[config.mk]
export PLATFORM = sky130hd
export DESIGN_NAME = ata_task_file_registers
export DESIGN_NICKNAME = d
export VERILOG_FILES = /design/src/ata_tf_pkg.sv /design/src/tf_access_decode.sv /design/src/word_fifo.sv /design/src/ata_task_file_registers.sv
export SDC_FILE = /design/constraint.sdc
export NUM_CORES = 1
export LEC_CHECK = 0
export BUFFER_PORTS_ARGS = -buffer_cell sky130_fd_sc_hd__buf_2
export CAP_MARGIN = 20
export CELL_PAD_IN_SITES_DETAIL_PLACEMENT = 0
export CELL_PAD_IN_SITES_GLOBAL_PLACEMENT = 2
export CORE_MARGIN = 1.5
export CORE_UTILIZATION = 37
export DETAILED_ROUTE_END_ITERATION = 6
export PLACE_DENSITY = 0.82
export SLEW_MARGIN = 20
export SYNTH_ARGS = -nofsm -noshare
export SYNTH_HDL_FRONTEND = slang
export SYNTH_SLANG_ARGS = --single-unit
export TNS_END_PERCENT = 50
[constraint.sdc]
create_clock -name MCLK -period 3.3 [get_ports MCLK]
set_clock_uncertainty 0.15 [all_clocks]
set_input_delay 0 -clock MCLK [delete_from_list [all_inputs] [get_ports MCLK]]
set_output_delay 0 -clock MCLK [all_outputs]
set_load 0.01 [all_outputs]
[src/ata_tf_pkg.sv]
package ata_tf_pkg;
  localparam int WORD_W = 16;
  localparam int FIFO_DEPTH = 16;
  // host-side register offsets
  localparam logic [3:0] OFS_DATA = 4'h0;
  localparam logic [3:0] OFS_ERROR = 4'h1;
  localparam logic [3:0] OFS_COUNT = 4'h2;
  localparam logic [3:0] OFS_SECTOR = 4'h3;
  localparam logic [3:0] OFS_CYL_LO = 4'h4;
  localparam logic [3:0] OFS_CYL_HI = 4'h5;
  localparam logic [3:0] OFS_UNIT_HEAD = 4'h6;
  localparam logic [3:0] OFS_STATUS = 4'h7;
  localparam logic [3:0] OFS_DUP_EVEN = 4'h8;
  localparam logic [3:0] OFS_DUP_ODD = 4'h9;
  localparam logic [3:0] OFS_DUP_ERROR = 4'hD;
  localparam logic [3:0] OFS_ALT_STATUS = 4'hE;
  localparam logic [2:0] IDE_ALT_ADDR = 3'h6;
  // status bit positions
  localparam int ST_BUSY = 7;
  localparam int ST_READY = 6;
  localparam int ST_WFAULT = 5;
  localparam int ST_SEEK = 4;
  localparam int ST_XFER = 3;
  localparam int ST_CORRECTED_FLAG = 2;
  localparam int ST_ERR = 0;
  // error cause bits that exist; 5, 3 and 1 always read zero
  localparam logic [7:0] ERR_DEFINED_MASK = 8'hD5;
  // unit/head fields
  localparam int DH_LINEAR_BIT = 6;
  localparam int DH_UNIT_BIT = 4;
  localparam logic [7:0] UNIT_HEAD_RESET = 8'hA0;
  // device control fields
  localparam int DC_SOFT_RESET_BIT = 2;
  localparam int DC_INT_DISABLE_BIT = 1;
  localparam logic [8:0] FULL_COUNT = 9'h100;
  localparam logic [7:0] ZERO8 = 8'h00;
  localparam logic [7:0] ONE8 = 8'h01;
endpackage

[src/tf_access_decode.sv]
`timescale 1ns/1ps
`default_nettype none
module tf_access_decode
  import ata_tf_pkg::*;
(
  // mode
  input wire logic true_ide,
  input wire logic io_mode,
  input wire logic eight_bit,
  // host selects
  input wire logic reg_n,
  input wire logic even_byte_enable_n,
  input wire logic odd_byte_enable_n,
  input wire logic cs0_n,
  input wire logic cs1_n,
  input wire logic dmack_n,
  input wire logic [3:0] addr,
  // decoded access
  output logic hit,
  output logic is_data,
  output logic is_word,
  output logic fixed_odd,
  output logic paired,
  output logic hi_lane,
  output logic [3:0] offset
);
  always_comb begin
    hit = 1'b0;
    is_data = 1'b0;
    is_word = 1'b0;
    fixed_odd = 1'b0;
    paired = 1'b0;
    hi_lane = 1'b0;
    offset = addr;
    if (true_ide) begin
      if (!dmack_n && cs0_n && cs1_n) begin
        // address lines do not matter for dma words
        hit = 1'b1;
        is_data = 1'b1;
        is_word = 1'b1;
      end else if (dmack_n && cs1_n && !cs0_n) begin
        hit = 1'b1;
        offset = {1'b0, addr[2:0]};
        if (addr[2:0] == OFS_DATA[2:0]) begin
          is_data = 1'b1;
          is_word = !eight_bit;
          paired = eight_bit;
        end
      end else if (dmack_n && !cs1_n && cs0_n && addr[2:0] == IDE_ALT_ADDR) begin
        hit = 1'b1;
        offset = OFS_ALT_STATUS;
      end
    end else if (reg_n != io_mode && !(even_byte_enable_n && odd_byte_enable_n)) begin
      // attribute select low for i/o, high for memory mode
      hit = 1'b1;
      if (!even_byte_enable_n && !odd_byte_enable_n) begin
        if (addr == OFS_DATA || addr == OFS_DUP_EVEN || addr == OFS_DUP_ODD) begin
          is_data = 1'b1;
          is_word = 1'b1;
        end
      end else if (!even_byte_enable_n) begin
        case (addr)
          OFS_DATA: begin
            is_data = 1'b1;
            paired = 1'b1;
          end
          OFS_DUP_EVEN: is_data = 1'b1;
          OFS_DUP_ODD: begin
            is_data = 1'b1;
            fixed_odd = 1'b1;
          end
          OFS_DUP_ERROR: offset = OFS_ERROR;
          default: offset = addr;
        endcase
      end else begin
        hi_lane = 1'b1;
        if (addr == OFS_DATA) begin
          offset = OFS_ERROR;
        end else if (addr == OFS_DUP_EVEN || addr == OFS_DUP_ODD) begin
          is_data = 1'b1;
          fixed_odd = 1'b1;
        end
      end
    end
  end
endmodule
`default_nettype wire

[src/word_fifo.sv]
`timescale 1ns/1ps
`default_nettype none
module word_fifo #(
  parameter int W = 16,
  parameter int DEPTH = 16
) (
  // clock and reset
  input wire logic clk,
  input wire logic rst,
  // fill side
  input wire logic in_valid,
  output logic in_ready,
  input wire logic [W-1:0] in_data,
  // drain side
  output logic out_valid,
  input wire logic out_ready,
  output logic [W-1:0] out_data
);
  localparam int AW = $clog2(DEPTH);
  typedef struct packed {
    logic [AW:0] wp;
    logic [AW:0] rp;
  } fifo_st_t;
  fifo_st_t st_reg, st_next;
  logic [W-1:0] mem [DEPTH];
  logic push, pop;
  assign in_ready = !(st_reg.wp[AW] != st_reg.rp[AW] && st_reg.wp[AW-1:0] == st_reg.rp[AW-1:0]);
  assign out_valid = st_reg.wp != st_reg.rp;
  assign out_data = mem[st_reg.rp[AW-1:0]];
  assign push = in_valid && in_ready;
  assign pop = out_valid && out_ready;
  always_comb begin
    st_next = st_reg;
    if (push) st_next.wp = st_reg.wp + 1'b1;
    if (pop) st_next.rp = st_reg.rp + 1'b1;
  end
  always_ff @(posedge clk) begin
    if (rst) st_reg <= '0;
    else st_reg <= st_next;
  end
  // storage has no reset, only pointers do
  always_ff @(posedge clk) begin
    if (push) mem[st_reg.wp[AW-1:0]] <= in_data;
  end
endmodule
`default_nettype wire

[src/ata_task_file_registers.sv]
// Functional notes
// - sixteen-bit data port shares offset with error
// - hi-lane read at offset 0 gives error
// - hi-lane write at offset 0 loads feature
// - error bit 7 bad block or crc
// - bits 6,4,0 set; 5,3,1 read zero
// - error bit 2 on aborted command
// - zero sector count means 256 sectors
// - count zero on success, remainder on failure
// - linear address built from four registers
// - unit/head bit 6 selects addressing mode
// - unit bit matched against copy field
// - low four bits give head number
// - status read clears interrupt, alternate not
// - busy locks host out of command, buffer
// - dma request only with busy or request
// - ready clear until core ready; seek follows
// - status bit 5 shows write fault
// - status bit 3 requests data word
// - correction flag, no abort; bit 1 zero
// - error bit; failing address kept
// - interrupt forwarded only when not disabled
// - hi-lane byte at offset 0 hits error/feature
`timescale 1ns/1ps
`default_nettype none
module ata_task_file_registers
  import ata_tf_pkg::*;
(
  // clock and reset
  input wire logic MCLK,
  input wire logic SYS_RST,
  // mode straps
  input wire logic TRUE_IDE,
  input wire logic IO_MODE,
  // host selects and strobes
  input wire logic REG_N,
  input wire logic EVEN_BYTE_ENABLE_N,
  input wire logic ODD_BYTE_ENABLE_N,
  input wire logic CS0_N,
  input wire logic CS1_N,
  input wire logic DMACK_N,
  input wire logic [3:0] ADDR,
  input wire logic RD_N,
  input wire logic WR_N,
  // host data bus
  input wire logic [15:0] D_IN,
  output logic [15:0] D_OUT,
  output logic D_OE,
  // host requests
  output logic INTRQ,
  output logic DMARQ,
  // core status
  input wire logic CORE_READY,
  input wire logic CORE_BUSY,
  input wire logic CORE_UNIT_COPY,
  input wire logic CORE_EIGHT_BIT,
  input wire logic CORE_XFER_REQ,
  input wire logic CORE_WRITE_DIR,
  input wire logic CORE_DMA_REQ,
  // core events
  input wire logic CORE_SECTOR_DONE,
  input wire logic CORE_CORRECTED,
  input wire logic CORE_DONE,
  input wire logic [7:0] CORE_ERR_BITS,
  input wire logic CORE_WRITE_FAULT,
  input wire logic [27:0] CORE_FAIL_ADDR,
  // command to core
  output logic CMD_VALID,
  output logic [7:0] CMD_CODE,
  output logic [7:0] FEATURE,
  output logic [8:0] SECTOR_TOTAL,
  output logic LINEAR_BLOCK_MODE,
  output logic [27:0] BLOCK_ADDR,
  output logic [15:0] CYLINDER,
  output logic [3:0] HEAD,
  output logic SOFT_RESET,
  // read words from the sector buffer
  input wire logic [15:0] CORE_RDATA,
  input wire logic CORE_RVALID,
  output logic CORE_RREADY,
  // write words to the sector buffer
  output logic [15:0] CORE_WDATA,
  output logic CORE_WVALID,
  input wire logic CORE_WREADY
);
  typedef struct packed {
    logic rd_prev;
    logic wr_prev;
    logic rd_oe;
    logic [15:0] rd_data;
    logic [7:0] error_cause;
    logic [7:0] feature_select;
    logic [7:0] sector_count;
    logic [7:0] start_sector_low;
    logic [7:0] cylinder_low_byte;
    logic [7:0] cylinder_high_byte;
    logic [7:0] unit_head_select;
    logic busy;
    logic corrected_flag;
    logic write_fault_flag;
    logic err;
    logic int_pend;
    logic interrupt_disable;
    logic soft_reset;
    logic [7:0] cmd_code;
    logic cmd_pulse;
    logic pair_odd;
    logic [7:0] wr_low;
    logic pop;
    logic push;
    logic [15:0] push_data;
  } tf_state_t;

  tf_state_t st_reg, st_next;
  logic hit, is_data, is_word, fixed_odd, paired, hi_lane;
  logic [3:0] offset;
  logic fifo_ready;
  logic busy_any;
  logic selected;
  logic transfer_request;
  logic [7:0] status_val;

  tf_access_decode u_decode (
    .true_ide(TRUE_IDE),
    .io_mode(IO_MODE),
    .eight_bit(CORE_EIGHT_BIT),
    .reg_n(REG_N),
    .even_byte_enable_n(EVEN_BYTE_ENABLE_N),
    .odd_byte_enable_n(ODD_BYTE_ENABLE_N),
    .cs0_n(CS0_N),
    .cs1_n(CS1_N),
    .dmack_n(DMACK_N),
    .addr(ADDR),
    .hit(hit),
    .is_data(is_data),
    .is_word(is_word),
    .fixed_odd(fixed_odd),
    .paired(paired),
    .hi_lane(hi_lane),
    .offset(offset)
  );

  // host words wait here; a full buffer drops the request flag so the host pauses
  word_fifo #(
    .W(WORD_W),
    .DEPTH(FIFO_DEPTH)
  ) u_fifo (
    .clk(MCLK),
    .rst(SYS_RST),
    .in_valid(st_reg.push),
    .in_ready(fifo_ready),
    .in_data(st_reg.push_data),
    .out_valid(CORE_WVALID),
    .out_ready(CORE_WREADY),
    .out_data(CORE_WDATA)
  );

  assign busy_any = st_reg.busy || CORE_BUSY;
  assign selected = st_reg.unit_head_select[DH_UNIT_BIT] == CORE_UNIT_COPY;
  assign transfer_request = CORE_XFER_REQ && (CORE_WRITE_DIR ? fifo_ready : CORE_RVALID);

  always_comb begin
    status_val = ZERO8;
    if (busy_any) begin
      // other bits are meaningless while busy, so they read zero
      status_val[ST_BUSY] = 1'b1;
    end else begin
      status_val[ST_READY] = CORE_READY;
      status_val[ST_SEEK] = CORE_READY;
      status_val[ST_WFAULT] = st_reg.write_fault_flag;
      status_val[ST_XFER] = transfer_request;
      status_val[ST_CORRECTED_FLAG] = st_reg.corrected_flag;
      status_val[ST_ERR] = st_reg.err;
    end
  end

  always_comb begin
    logic rd_go;
    logic wr_go;
    logic odd;
    logic [7:0] wbyte;
    logic [7:0] rval;
    rd_go = 1'b0;
    wr_go = 1'b0;
    odd = 1'b0;
    wbyte = ZERO8;
    rval = ZERO8;
    st_next = st_reg;
    st_next.cmd_pulse = 1'b0;
    st_next.pop = 1'b0;
    st_next.push = 1'b0;
    st_next.rd_prev = RD_N;
    st_next.wr_prev = WR_N;
    rd_go = hit && !RD_N && st_reg.rd_prev;
    wr_go = hit && !WR_N && st_reg.wr_prev;
    odd = paired ? st_reg.pair_odd : fixed_odd;
    wbyte = hi_lane ? D_IN[15:8] : D_IN[7:0];
    if (RD_N) st_next.rd_oe = 1'b0;

    if (rd_go) begin
      st_next.rd_oe = selected;
      if (is_data) begin
        // even byte first, odd byte completes the word and releases it
        if (is_word) begin
          st_next.rd_data = CORE_RDATA;
        end else begin
          rval = odd ? CORE_RDATA[15:8] : CORE_RDATA[7:0];
          st_next.rd_data = hi_lane ? {rval, ZERO8} : {ZERO8, rval};
        end
        st_next.pop = !busy_any && (is_word || odd) && CORE_RVALID;
        if (paired) st_next.pair_odd = !st_reg.pair_odd;
      end else begin
        case (offset)
          OFS_ERROR: rval = st_reg.error_cause & ERR_DEFINED_MASK;
          OFS_COUNT: rval = st_reg.sector_count;
          OFS_SECTOR: rval = st_reg.start_sector_low;
          OFS_CYL_LO: rval = st_reg.cylinder_low_byte;
          OFS_CYL_HI: rval = st_reg.cylinder_high_byte;
          OFS_UNIT_HEAD: rval = st_reg.unit_head_select;
          OFS_STATUS: rval = status_val;
          OFS_ALT_STATUS: rval = status_val;
          default: rval = ZERO8;
        endcase
        st_next.rd_data = hi_lane ? {rval, ZERO8} : {ZERO8, rval};
        if (offset == OFS_STATUS && selected) st_next.int_pend = 1'b0;
      end
    end

    if (wr_go && offset == OFS_ALT_STATUS && !is_data) begin
      // device control is writable even while busy
      st_next.interrupt_disable = wbyte[DC_INT_DISABLE_BIT];
      st_next.soft_reset = wbyte[DC_SOFT_RESET_BIT];
    end else if (wr_go && !busy_any) begin
      if (is_data) begin
        if (is_word) begin
          st_next.push = 1'b1;
          st_next.push_data = D_IN;
        end else if (odd) begin
          st_next.push = 1'b1;
          st_next.push_data = {wbyte, st_reg.wr_low};
        end else begin
          st_next.wr_low = wbyte;
        end
        if (paired) st_next.pair_odd = !st_reg.pair_odd;
      end else begin
        case (offset)
          OFS_ERROR: st_next.feature_select = wbyte;
          OFS_COUNT: st_next.sector_count = wbyte;
          OFS_SECTOR: st_next.start_sector_low = wbyte;
          OFS_CYL_LO: st_next.cylinder_low_byte = wbyte;
          OFS_CYL_HI: st_next.cylinder_high_byte = wbyte;
          OFS_UNIT_HEAD: st_next.unit_head_select = wbyte;
          OFS_STATUS: begin
            if (selected && !st_reg.soft_reset) begin
              st_next.cmd_code = wbyte;
              st_next.cmd_pulse = 1'b1;
              st_next.busy = 1'b1;
              st_next.error_cause = ZERO8;
              st_next.err = 1'b0;
              st_next.corrected_flag = 1'b0;
              st_next.write_fault_flag = 1'b0;
              st_next.int_pend = 1'b0;
              st_next.pair_odd = 1'b0;
            end
          end
          default: st_next.pair_odd = st_next.pair_odd;
        endcase
      end
    end

    // core events come last so a set in the same cycle beats a host clear
    if (CORE_SECTOR_DONE) begin
      st_next.sector_count = st_reg.sector_count - ONE8;
    end
    if (CORE_CORRECTED) begin
      st_next.corrected_flag = 1'b1; // busy untouched, reads keep going
    end
    if (CORE_DONE) begin
      st_next.busy = 1'b0;
      st_next.int_pend = 1'b1;
      st_next.write_fault_flag = CORE_WRITE_FAULT;
      st_next.error_cause = CORE_ERR_BITS & ERR_DEFINED_MASK;
      st_next.err = |(CORE_ERR_BITS & ERR_DEFINED_MASK);
      if (|(CORE_ERR_BITS & ERR_DEFINED_MASK)) begin
        // first failing sector stays visible to the host
        st_next.start_sector_low = CORE_FAIL_ADDR[7:0];
        st_next.cylinder_low_byte = CORE_FAIL_ADDR[15:8];
        st_next.cylinder_high_byte = CORE_FAIL_ADDR[23:16];
        st_next.unit_head_select[3:0] = CORE_FAIL_ADDR[27:24];
      end else begin
        st_next.sector_count = ZERO8;
      end
    end
  end

  always_ff @(posedge MCLK) begin
    if (SYS_RST) begin
      st_reg <= '0;
      st_reg.rd_prev <= 1'b1;
      st_reg.wr_prev <= 1'b1;
      st_reg.unit_head_select <= UNIT_HEAD_RESET;
      st_reg.interrupt_disable <= 1'b0;
    end else begin
      st_reg <= st_next;
    end
  end

  // host-facing outputs
  assign D_OUT = st_reg.rd_data;
  assign D_OE = st_reg.rd_oe && !RD_N;
  assign INTRQ = st_reg.int_pend && !st_reg.interrupt_disable;
  assign DMARQ = CORE_DMA_REQ && (busy_any || transfer_request);

  // core-facing outputs
  assign CMD_VALID = st_reg.cmd_pulse;
  assign CMD_CODE = st_reg.cmd_code;
  assign FEATURE = st_reg.feature_select;
  assign SECTOR_TOTAL = (st_reg.sector_count == ZERO8) ? FULL_COUNT : {1'b0, st_reg.sector_count};
  assign LINEAR_BLOCK_MODE = st_reg.unit_head_select[DH_LINEAR_BIT];
  assign BLOCK_ADDR = {st_reg.unit_head_select[3:0], st_reg.cylinder_high_byte,
                       st_reg.cylinder_low_byte, st_reg.start_sector_low};
  assign CYLINDER = {st_reg.cylinder_high_byte, st_reg.cylinder_low_byte};
  assign HEAD = st_reg.unit_head_select[3:0];
  assign SOFT_RESET = st_reg.soft_reset;
  assign CORE_RREADY = st_reg.pop;
  // bits 7 and 5 of unit/head are stored as written and never steer anything
endmodule
`default_nettype wire

-- Yosys cells after proc, flatten, opt, wreduce, memory -nomap -nowiden
Memories as Yosys holds them, arrays and structs flattened. A register that Yosys moved wholly into a read port is not among the register bits.
Cells that the tools add are included.
- bits in registers: 125
- bits in writable memories: 256
- input bits: 97
- logic and storage cells: 240
- memories kept: 1
- $add $sub $neg: 3
- equality and inequality tests: 21
- mux-type cells: 106
- bitwise logic cells: 7
- reductions and logical operators: 74
- memories (memory ; depth ; width ; read ports ; clocked after memory_dff ; write ports ; RTL line ; source):
    u_fifo.mem ; 16 ; 16 ; 1 ; 1 ; 1 ; word_fifo.sv:25 ; logic [W-1:0] mem [DEPTH];
- operator list (kind ; number):
    $mux W61 ; 3
    $mux W8 ; 16
    $mux W16 ; 4
    $mux W1 ; 56
    $pmux W8 S7 ; 1
    $mux W17 ; 3
    $mux W4 ; 12
    $mux W32 ; 1
    $logic_and A1 B1 Y1 ; 28
    $mux W9 ; 3
    $mux W24 ; 1
    $mux W5 ; 4
    $reduce_and A5 Y1 ; 4
    $eq A4 B3 Y1 const B ; 4
    $eq A4 B4 Y1 const B ; 4
    $reduce_bool A2 Y1 ; 8
    $logic_not A1 Y1 ; 15
    $reduce_and A4 Y1 ; 3
    $add A5 B1 Y5 const B ; 2
    $mux W10 ; 1
    $reduce_or A5 Y1 ; 2
    $eq A4 B2 Y1 const B ; 2
    $logic_not A8 Y1 ; 1
    $ne A2 B2 Y1 const B ; 4
    other kinds (15) ; 29

-- Depth between registers and ports, before layout
- depth in word-level cells: 21
- gate-level depth with buffers: 10
- mapped depth without buffers: 7

-- Modules after synthesis
Synthesis repeated with hierarchy kept, for this count alone.
- cells, all modules: 1305
- area, all modules: 17565.6 µm²
- by module, submodules not included (module ; instances ; cells each ; area each (µm²) ; sequential area each (µm²)):
    word_fifo ; 1 ; 459 ; 10652.7 ; 7967.6
    ata_task_file_registers ; 1 ; 809 ; 6658.9 ; 2302.2
    tf_access_decode ; 1 ; 37 ; 254.0 ; 0.0

-- Least setup slack after synthesis
OpenSTA, ideal clock, no wires.
- path type: register to register
- start: reg u_fifo.st_reg[7] in the netlist's numbering
- end: mem u_fifo.mem[3][0], enable pin
- library setup time: 409 ps
- data arrival time: 2561 ps
- required time: 2741 ps
- slack: 180 ps
- stages on the path, launching flop included: 7
- buffers on the path: 1
- period minus slack after synthesis: 3120 ps
- cell sequence: dfxtp_1 -> clkbuf_1 -> xor2_1 -> nor4_1 -> a21boi_1 -> nand2_1 -> nor3_1
- word-level cells in the longest chain between the ends: 6
- RTL lines (item ; RTL line ; source):
    from (decl) ; word_fifo.sv:24 ; fifo_st_t st_reg, st_next;
    from (signal assigned) ; word_fifo.sv:39 ; else st_reg <= st_next;
    $eq A4 B4 Y1 ; word_fifo.sv:27 ; assign in_ready = !(st_reg.wp[AW] != st_reg.rp[AW] && st_reg.wp[AW-1:0] == st_reg.rp[AW-1:0]);
    $logic_and A1 B1 Y1 ; word_fifo.sv:27 ;
    $logic_not A1 Y1 ; word_fifo.sv:27 ;
    $logic_and A1 B1 Y1 ; word_fifo.sv:30 ; assign push = in_valid && in_ready;
    $mux W1 ; word_fifo.sv:43 ; if (push) mem[st_reg.wp[AW-1:0]] <= in_data;
    $mux W1 (not written as such) ; word_fifo.sv:43 ;
    to (decl) ; word_fifo.sv:25 ;
Several ways; a longest one is shown, not always the timed one.

-- Final worst setup path
- start: reg st_reg[117] in the netlist's numbering
- end: reg st_reg, in the netlist D_OUT[7]
- word-level cells in the longest chain between the ends: 1
- RTL lines (item ; RTL line ; source):
    from (decl) ; ata_task_file_registers.sv:114 ; tf_state_t st_reg, st_next;
    from (signal assigned) ; ata_task_file_registers.sv:304 ; st_reg <= st_next;
    $logic_and A1 B1 Y1 ; ata_task_file_registers.sv:194 ; rd_go = hit && !RD_N && st_reg.rd_prev;
No other way between the ends.
A chain may end at the register's enable or synchronous reset.

==> out/summary.json <==
{
  "synth": {
    "syn_inst": 1225,
    "synth_top_family_by_area": "multiplexers",
    "yosys-mux-area-fraction": 0.1347,
    "ys.warnings.count": 0,
    "synth-main-ff-cell": "sky130_fd_sc_hd__edfxtp_1",
    "async_reset_ff_frac": 0,
    "synth-edff-count": 256,
    "post_synthesis_adder_cell_area_fraction": 0.005196,
    "syn-mean-instance-area_um2": 13.76,
    "synth_fp_nets": 1329,
    "synth_compound_area_frac": 0.09834,
    "flop_and_latch_count_out_of_synthesis": 385,
    "synth-simple-area-share": 0.08654,
    "synth_sequential_area_ratio": 0.6092,
    "yosysUniqueCellTypes": 71,
    "syn-cell-area_um2": 16860,
    "synth-xor-area-share": 0.009352
  },
  "clock_network": {
    "clock_tree_root_buffer_cell": "sky130_fd_sc_hd__clkbuf_16",
    "clock_latency_ps": 560,
    "clkSlewWorstSetupHoldPaths_ps": 60,
    "clock_path_buffers": 3,
    "htree_levels": 2,
    "clock-sinks": 385,
    "cts_inserted_buffers": 41,
    "tritoncts": "done",
    "cts_setup_buffers": 0
  },
  "die": {
    "die_width_um": 216.5,
    "rows": 78,
    "initial_standard_cell_utilization_of_the_core": 0.3731,
    "boundaryPins": 210,
    "core_footprint_um2": 45190,
    "dieHeight_um": 216.5,
    "floorplan.die_area_um2": 46850
  },
  "final_layout": {
    "layout.cells.most_common": "sky130_fd_sc_hd__edfxtp_1",
    "largest_register_ff_count": 256,
    "layout.area.seq_um2": 10270,
    "finish.net_count": 1631,
    "syn2layout_area_growth_pct": 25.89,
    "num-fill-cells": 3978,
    "multi_input_comb_area_um2": 5702,
    "final_layout_size_suffix_gt1_frac": 0.2897,
    "stdcell_count": 2161,
    "layout_common_cells": "sky130_fd_sc_hd__edfxtp_1 (256), sky130_fd_sc_hd__buf_2 (205), sky130_fd_sc_hd__dlygate4sd3_1 (149)"
  },
  "pwr": {
    "p_comb_frac": 0.066,
    "seq_pwr_share": 0.478,
    "worst_ir_drop_vdd_uv": 346.0,
    "sw_frac_of_total": 0.2180,
    "intPower_mw": 8.487,
    "switching_power_mw": 2.366,
    "p_per_area_nw_per_um2": 511.4,
    "clock_power_share": 0.456,
    "power.static_leakage_nw": 7.494
  },
  "global_route": {
    "grt_pass1_vias": 11198,
    "grt.overflow.total": 0,
    "maximum_number_of_pins_on_one_net_before_global_route_repair": 65,
    "grt_first_pass_wirelength_um": 69390,
    "globalRouteTotalUtil": 0.1973,
    "antenna_found_initial": 1
  },
  "critical_path": {
    "rr_startpoint": "st_reg[117]",
    "crit_chain": "nor2b_1 > o21ai_1 > buf_4 > or4_1 > nor2_4 > a21oi_1 > dlygate4sd3_1 > o2bb2ai_1 > dlygate4sd3_1",
    "cp.depth": 9,
    "delay_of_the_slowest_critical_path_stage_ps": 570,
    "rr_endpoint": "D_OUT[7]",
    "timing_worst_setup_path_type": "reg -> reg",
    "required_ps": 3640,
    "worst-r2r-cell-count": 9,
    "path_buf_inv": 3,
    "endpoint": "D_OUT[7]",
    "critical_path_peak_fanout": 13,
    "startpoint": "st_reg[117]",
    "cpMaxStageDelayCell": "sky130_fd_sc_hd__dlygate4sd3_1",
    "path_delay_family": "buffers and inverters",
    "rrSetupSlack_ps": 180,
    "worstPathArrival_ps": 3460,
    "critical_path.startpoint_type": "flip-flop",
    "worst_path_most_repeated_cell": "sky130_fd_sc_hd__dlygate4sd3_1",
    "setup.worst_path.end_class": "flip-flop"
  },
  "place": {
    "post-place-ws_ps": 310.8,
    "buffer_ports.inserted": 206,
    "place_inst": 1934,
    "hpwl_um": 30770,
    "gp_congestion": 0.8296
  },
  "timing": {
    "max-slew-margin-rel": 0.2410,
    "totalNegativeSetupSlack_ps": 0,
    "worst_slew_pin_slew_ps": 1137,
    "timing.final.crit_share": 0.9450,
    "setup_violating_endpoint_count_in_the_final_report": 0,
    "timing.fmax_mhz": 320.7,
    "layout_min_cycle_time_ps": 3119,
    "rsz0062_at_grt": "no",
    "timing_max_transition_violations_final": 0,
    "finalHoldViolCount": 0,
    "final_critical_path_setup_slack_ps": 181.4
  },
  "job": {
    "cap_viol_max_count": 0
  },
  "route": {
    "first_pass_iters": 5,
    "detailedRoute.firstIterationViolations": 883,
    "wl_per_cell_um": 21.42,
    "avgViaCountPerCell": 5.228,
    "final_antenna_net_count": 0,
    "vias": 11298,
    "drc": 0,
    "wl_um": 46280
  },
  "outcome": {
    "status": "finished clean"
  },
  "worst_hold_path": {
    "timing.hold.worst.class": "in -> reg"
  }
}
repair_timing:
action | CTS | global route
gates resized for setup | 0 | 1
hold buffers | 149 | 0
setup endpoints to repair | 0 | 6
hold endpoints to repair | 123 | 0
worst register-to-register path, stage by stage, from the launching register on:
cell and delay, ps:
sky130_fd_sc_hd__dfxtp_1 300, sky130_fd_sc_hd__nor2b_1 200, sky130_fd_sc_hd__o21ai_1 110, sky130_fd_sc_hd__buf_4 210, sky130_fd_sc_hd__or4_1 460, sky130_fd_sc_hd__nor2_4 240
sky130_fd_sc_hd__a21oi_1 110, sky130_fd_sc_hd__dlygate4sd3_1 570, sky130_fd_sc_hd__o2bb2ai_1 140, sky130_fd_sc_hd__dlygate4sd3_1 560
power groups by stage:
stage | Combinational [mW] | Sequential (mW) | Clock, mW
final | 0.717 | 5.19 | 4.94
after global routing | 0.773 | 5.19 | 5.22
after CTS | 0.710 | 5.19 | 5.03
after global placement | 0.575 | 5.29 | 0
after floorplan | 0.377 | 5.27 | 0
after detailed placement | 0.576 | 5.29 | 0
worst min path at each step:
stage	to	depth (start not counted)	from	slack, ps
after floorplan	D_OE	1	RD_N	-100
after global routing	D_OUT[11]	4	CORE_WRITE_DIR	100
after detailed placement	st_reg[41]	3	CORE_CORRECTED	70
after CTS	st_reg[26]	6	CS0_N	3
after global placement	st_reg[116]	2	WR_N	60
final	st_reg[26]	6	CS0_N	20
cell families (layout without fill, tap and decap cells):
| family | count (synthesis) | count (layout) |
|---|---|---|
| adders and majority gates | 7 | 7 |
| muxes | 125 | 125 |
| xor gates and xnor gates | 18 | 18 |
| buffers and inverters | 166 | 501 |
| and+or+nand+nor | 301 | 301 |
| DFF | 385 | 385 |
| AOI/OAI and AO/OA | 223 | 223 |
| other | 0 | 1 |
area by class of cell:
class / count / area share
flip-flops and latches: 385 / 0.4842
well taps: 600 / 0.03538
clock inverters: 21 / 0.01468
diodes: 1 / 0.0001179
multi-input cells: 674 / 0.2687
inverters: 14 / 0.002476
repair buffers: 411 / 0.1403
clock buffers: 55 / 0.05418
cell usage after synthesis, types with 6 or more instances:
cell | n | share of area
sky130_fd_sc_hd__o21ai_0 | 10 | 0.0030
sky130_fd_sc_hd__nor4_1 | 6 | 0.0022
sky130_fd_sc_hd__a211oi_2 | 8 | 0.0059
sky130_fd_sc_hd__xnor2_1 | 8 | 0.0042
sky130_fd_sc_hd__clkbuf_1 | 50 | 0.011
sky130_fd_sc_hd__mux2_2 | 15 | 0.010
sky130_fd_sc_hd__mux4_2 | 80 | 0.11
sky130_fd_sc_hd__a2bb2oi_1 | 8 | 0.0042
sky130_fd_sc_hd__a32o_1 | 9 | 0.0053
sky130_fd_sc_hd__nand3_1 | 12 | 0.0036
sky130_fd_sc_hd__buf_2 | 7 | 0.0021
sky130_fd_sc_hd__nand2_1 | 97 | 0.022
sky130_fd_sc_hd__nor2_1 | 93 | 0.021
sky130_fd_sc_hd__ha_1 | 7 | 0.0052
sky130_fd_sc_hd__edfxtp_1 | 256 | 0.46
sky130_fd_sc_hd__buf_1 | 11 | 0.0024
sky130_fd_sc_hd__nor2b_1 | 11 | 0.0041
sky130_fd_sc_hd__a211oi_1 | 14 | 0.0062
sky130_fd_sc_hd__o22ai_1 | 9 | 0.0033
sky130_fd_sc_hd__buf_4 | 82 | 0.037
sky130_fd_sc_hd__and2_1 | 9 | 0.0033
sky130_fd_sc_hd__o2bb2ai_1 | 15 | 0.0078
sky130_fd_sc_hd__xor2_1 | 10 | 0.0052
sky130_fd_sc_hd__inv_1 | 14 | 0.0031
sky130_fd_sc_hd__nand3b_1 | 13 | 0.0058
sky130_fd_sc_hd__a2111oi_0 | 7 | 0.0036
sky130_fd_sc_hd__a22oi_1 | 13 | 0.0058
sky130_fd_sc_hd__nor3_1 | 10 | 0.0030
sky130_fd_sc_hd__o211ai_1 | 29 | 0.013
sky130_fd_sc_hd__mux2i_1 | 30 | 0.018
sky130_fd_sc_hd__a21oi_1 | 64 | 0.019
sky130_fd_sc_hd__nand2b_1 | 14 | 0.0052
sky130_fd_sc_hd__dfxtp_1 | 129 | 0.15
through the flow:
step / hold WS [ps] / utilization / cell area (um2) / power (mW)
global route: 102.5 / 0.4697 / 21220 / 11.18
finish: 21.11 / 0.4697 / 21220 / 10.85
floorplan: -96.71 / - / 16860 / 5.644
detailed placement: 67.27 / 0.4038 / 18250 / 5.870
global placement: 60.07 / 0.4037 / 18240 / 5.869
CTS: 2.617 / 0.4692 / 21200 / 10.93
routing by layer:
metal,part of all wire,track usage
met4,0.031,0.06782
met1,0.42,0.2592
met5,0,0
met2,0.49,0.3268
met3,0.062,0.03832
Power figures use the tool's default switching activity.
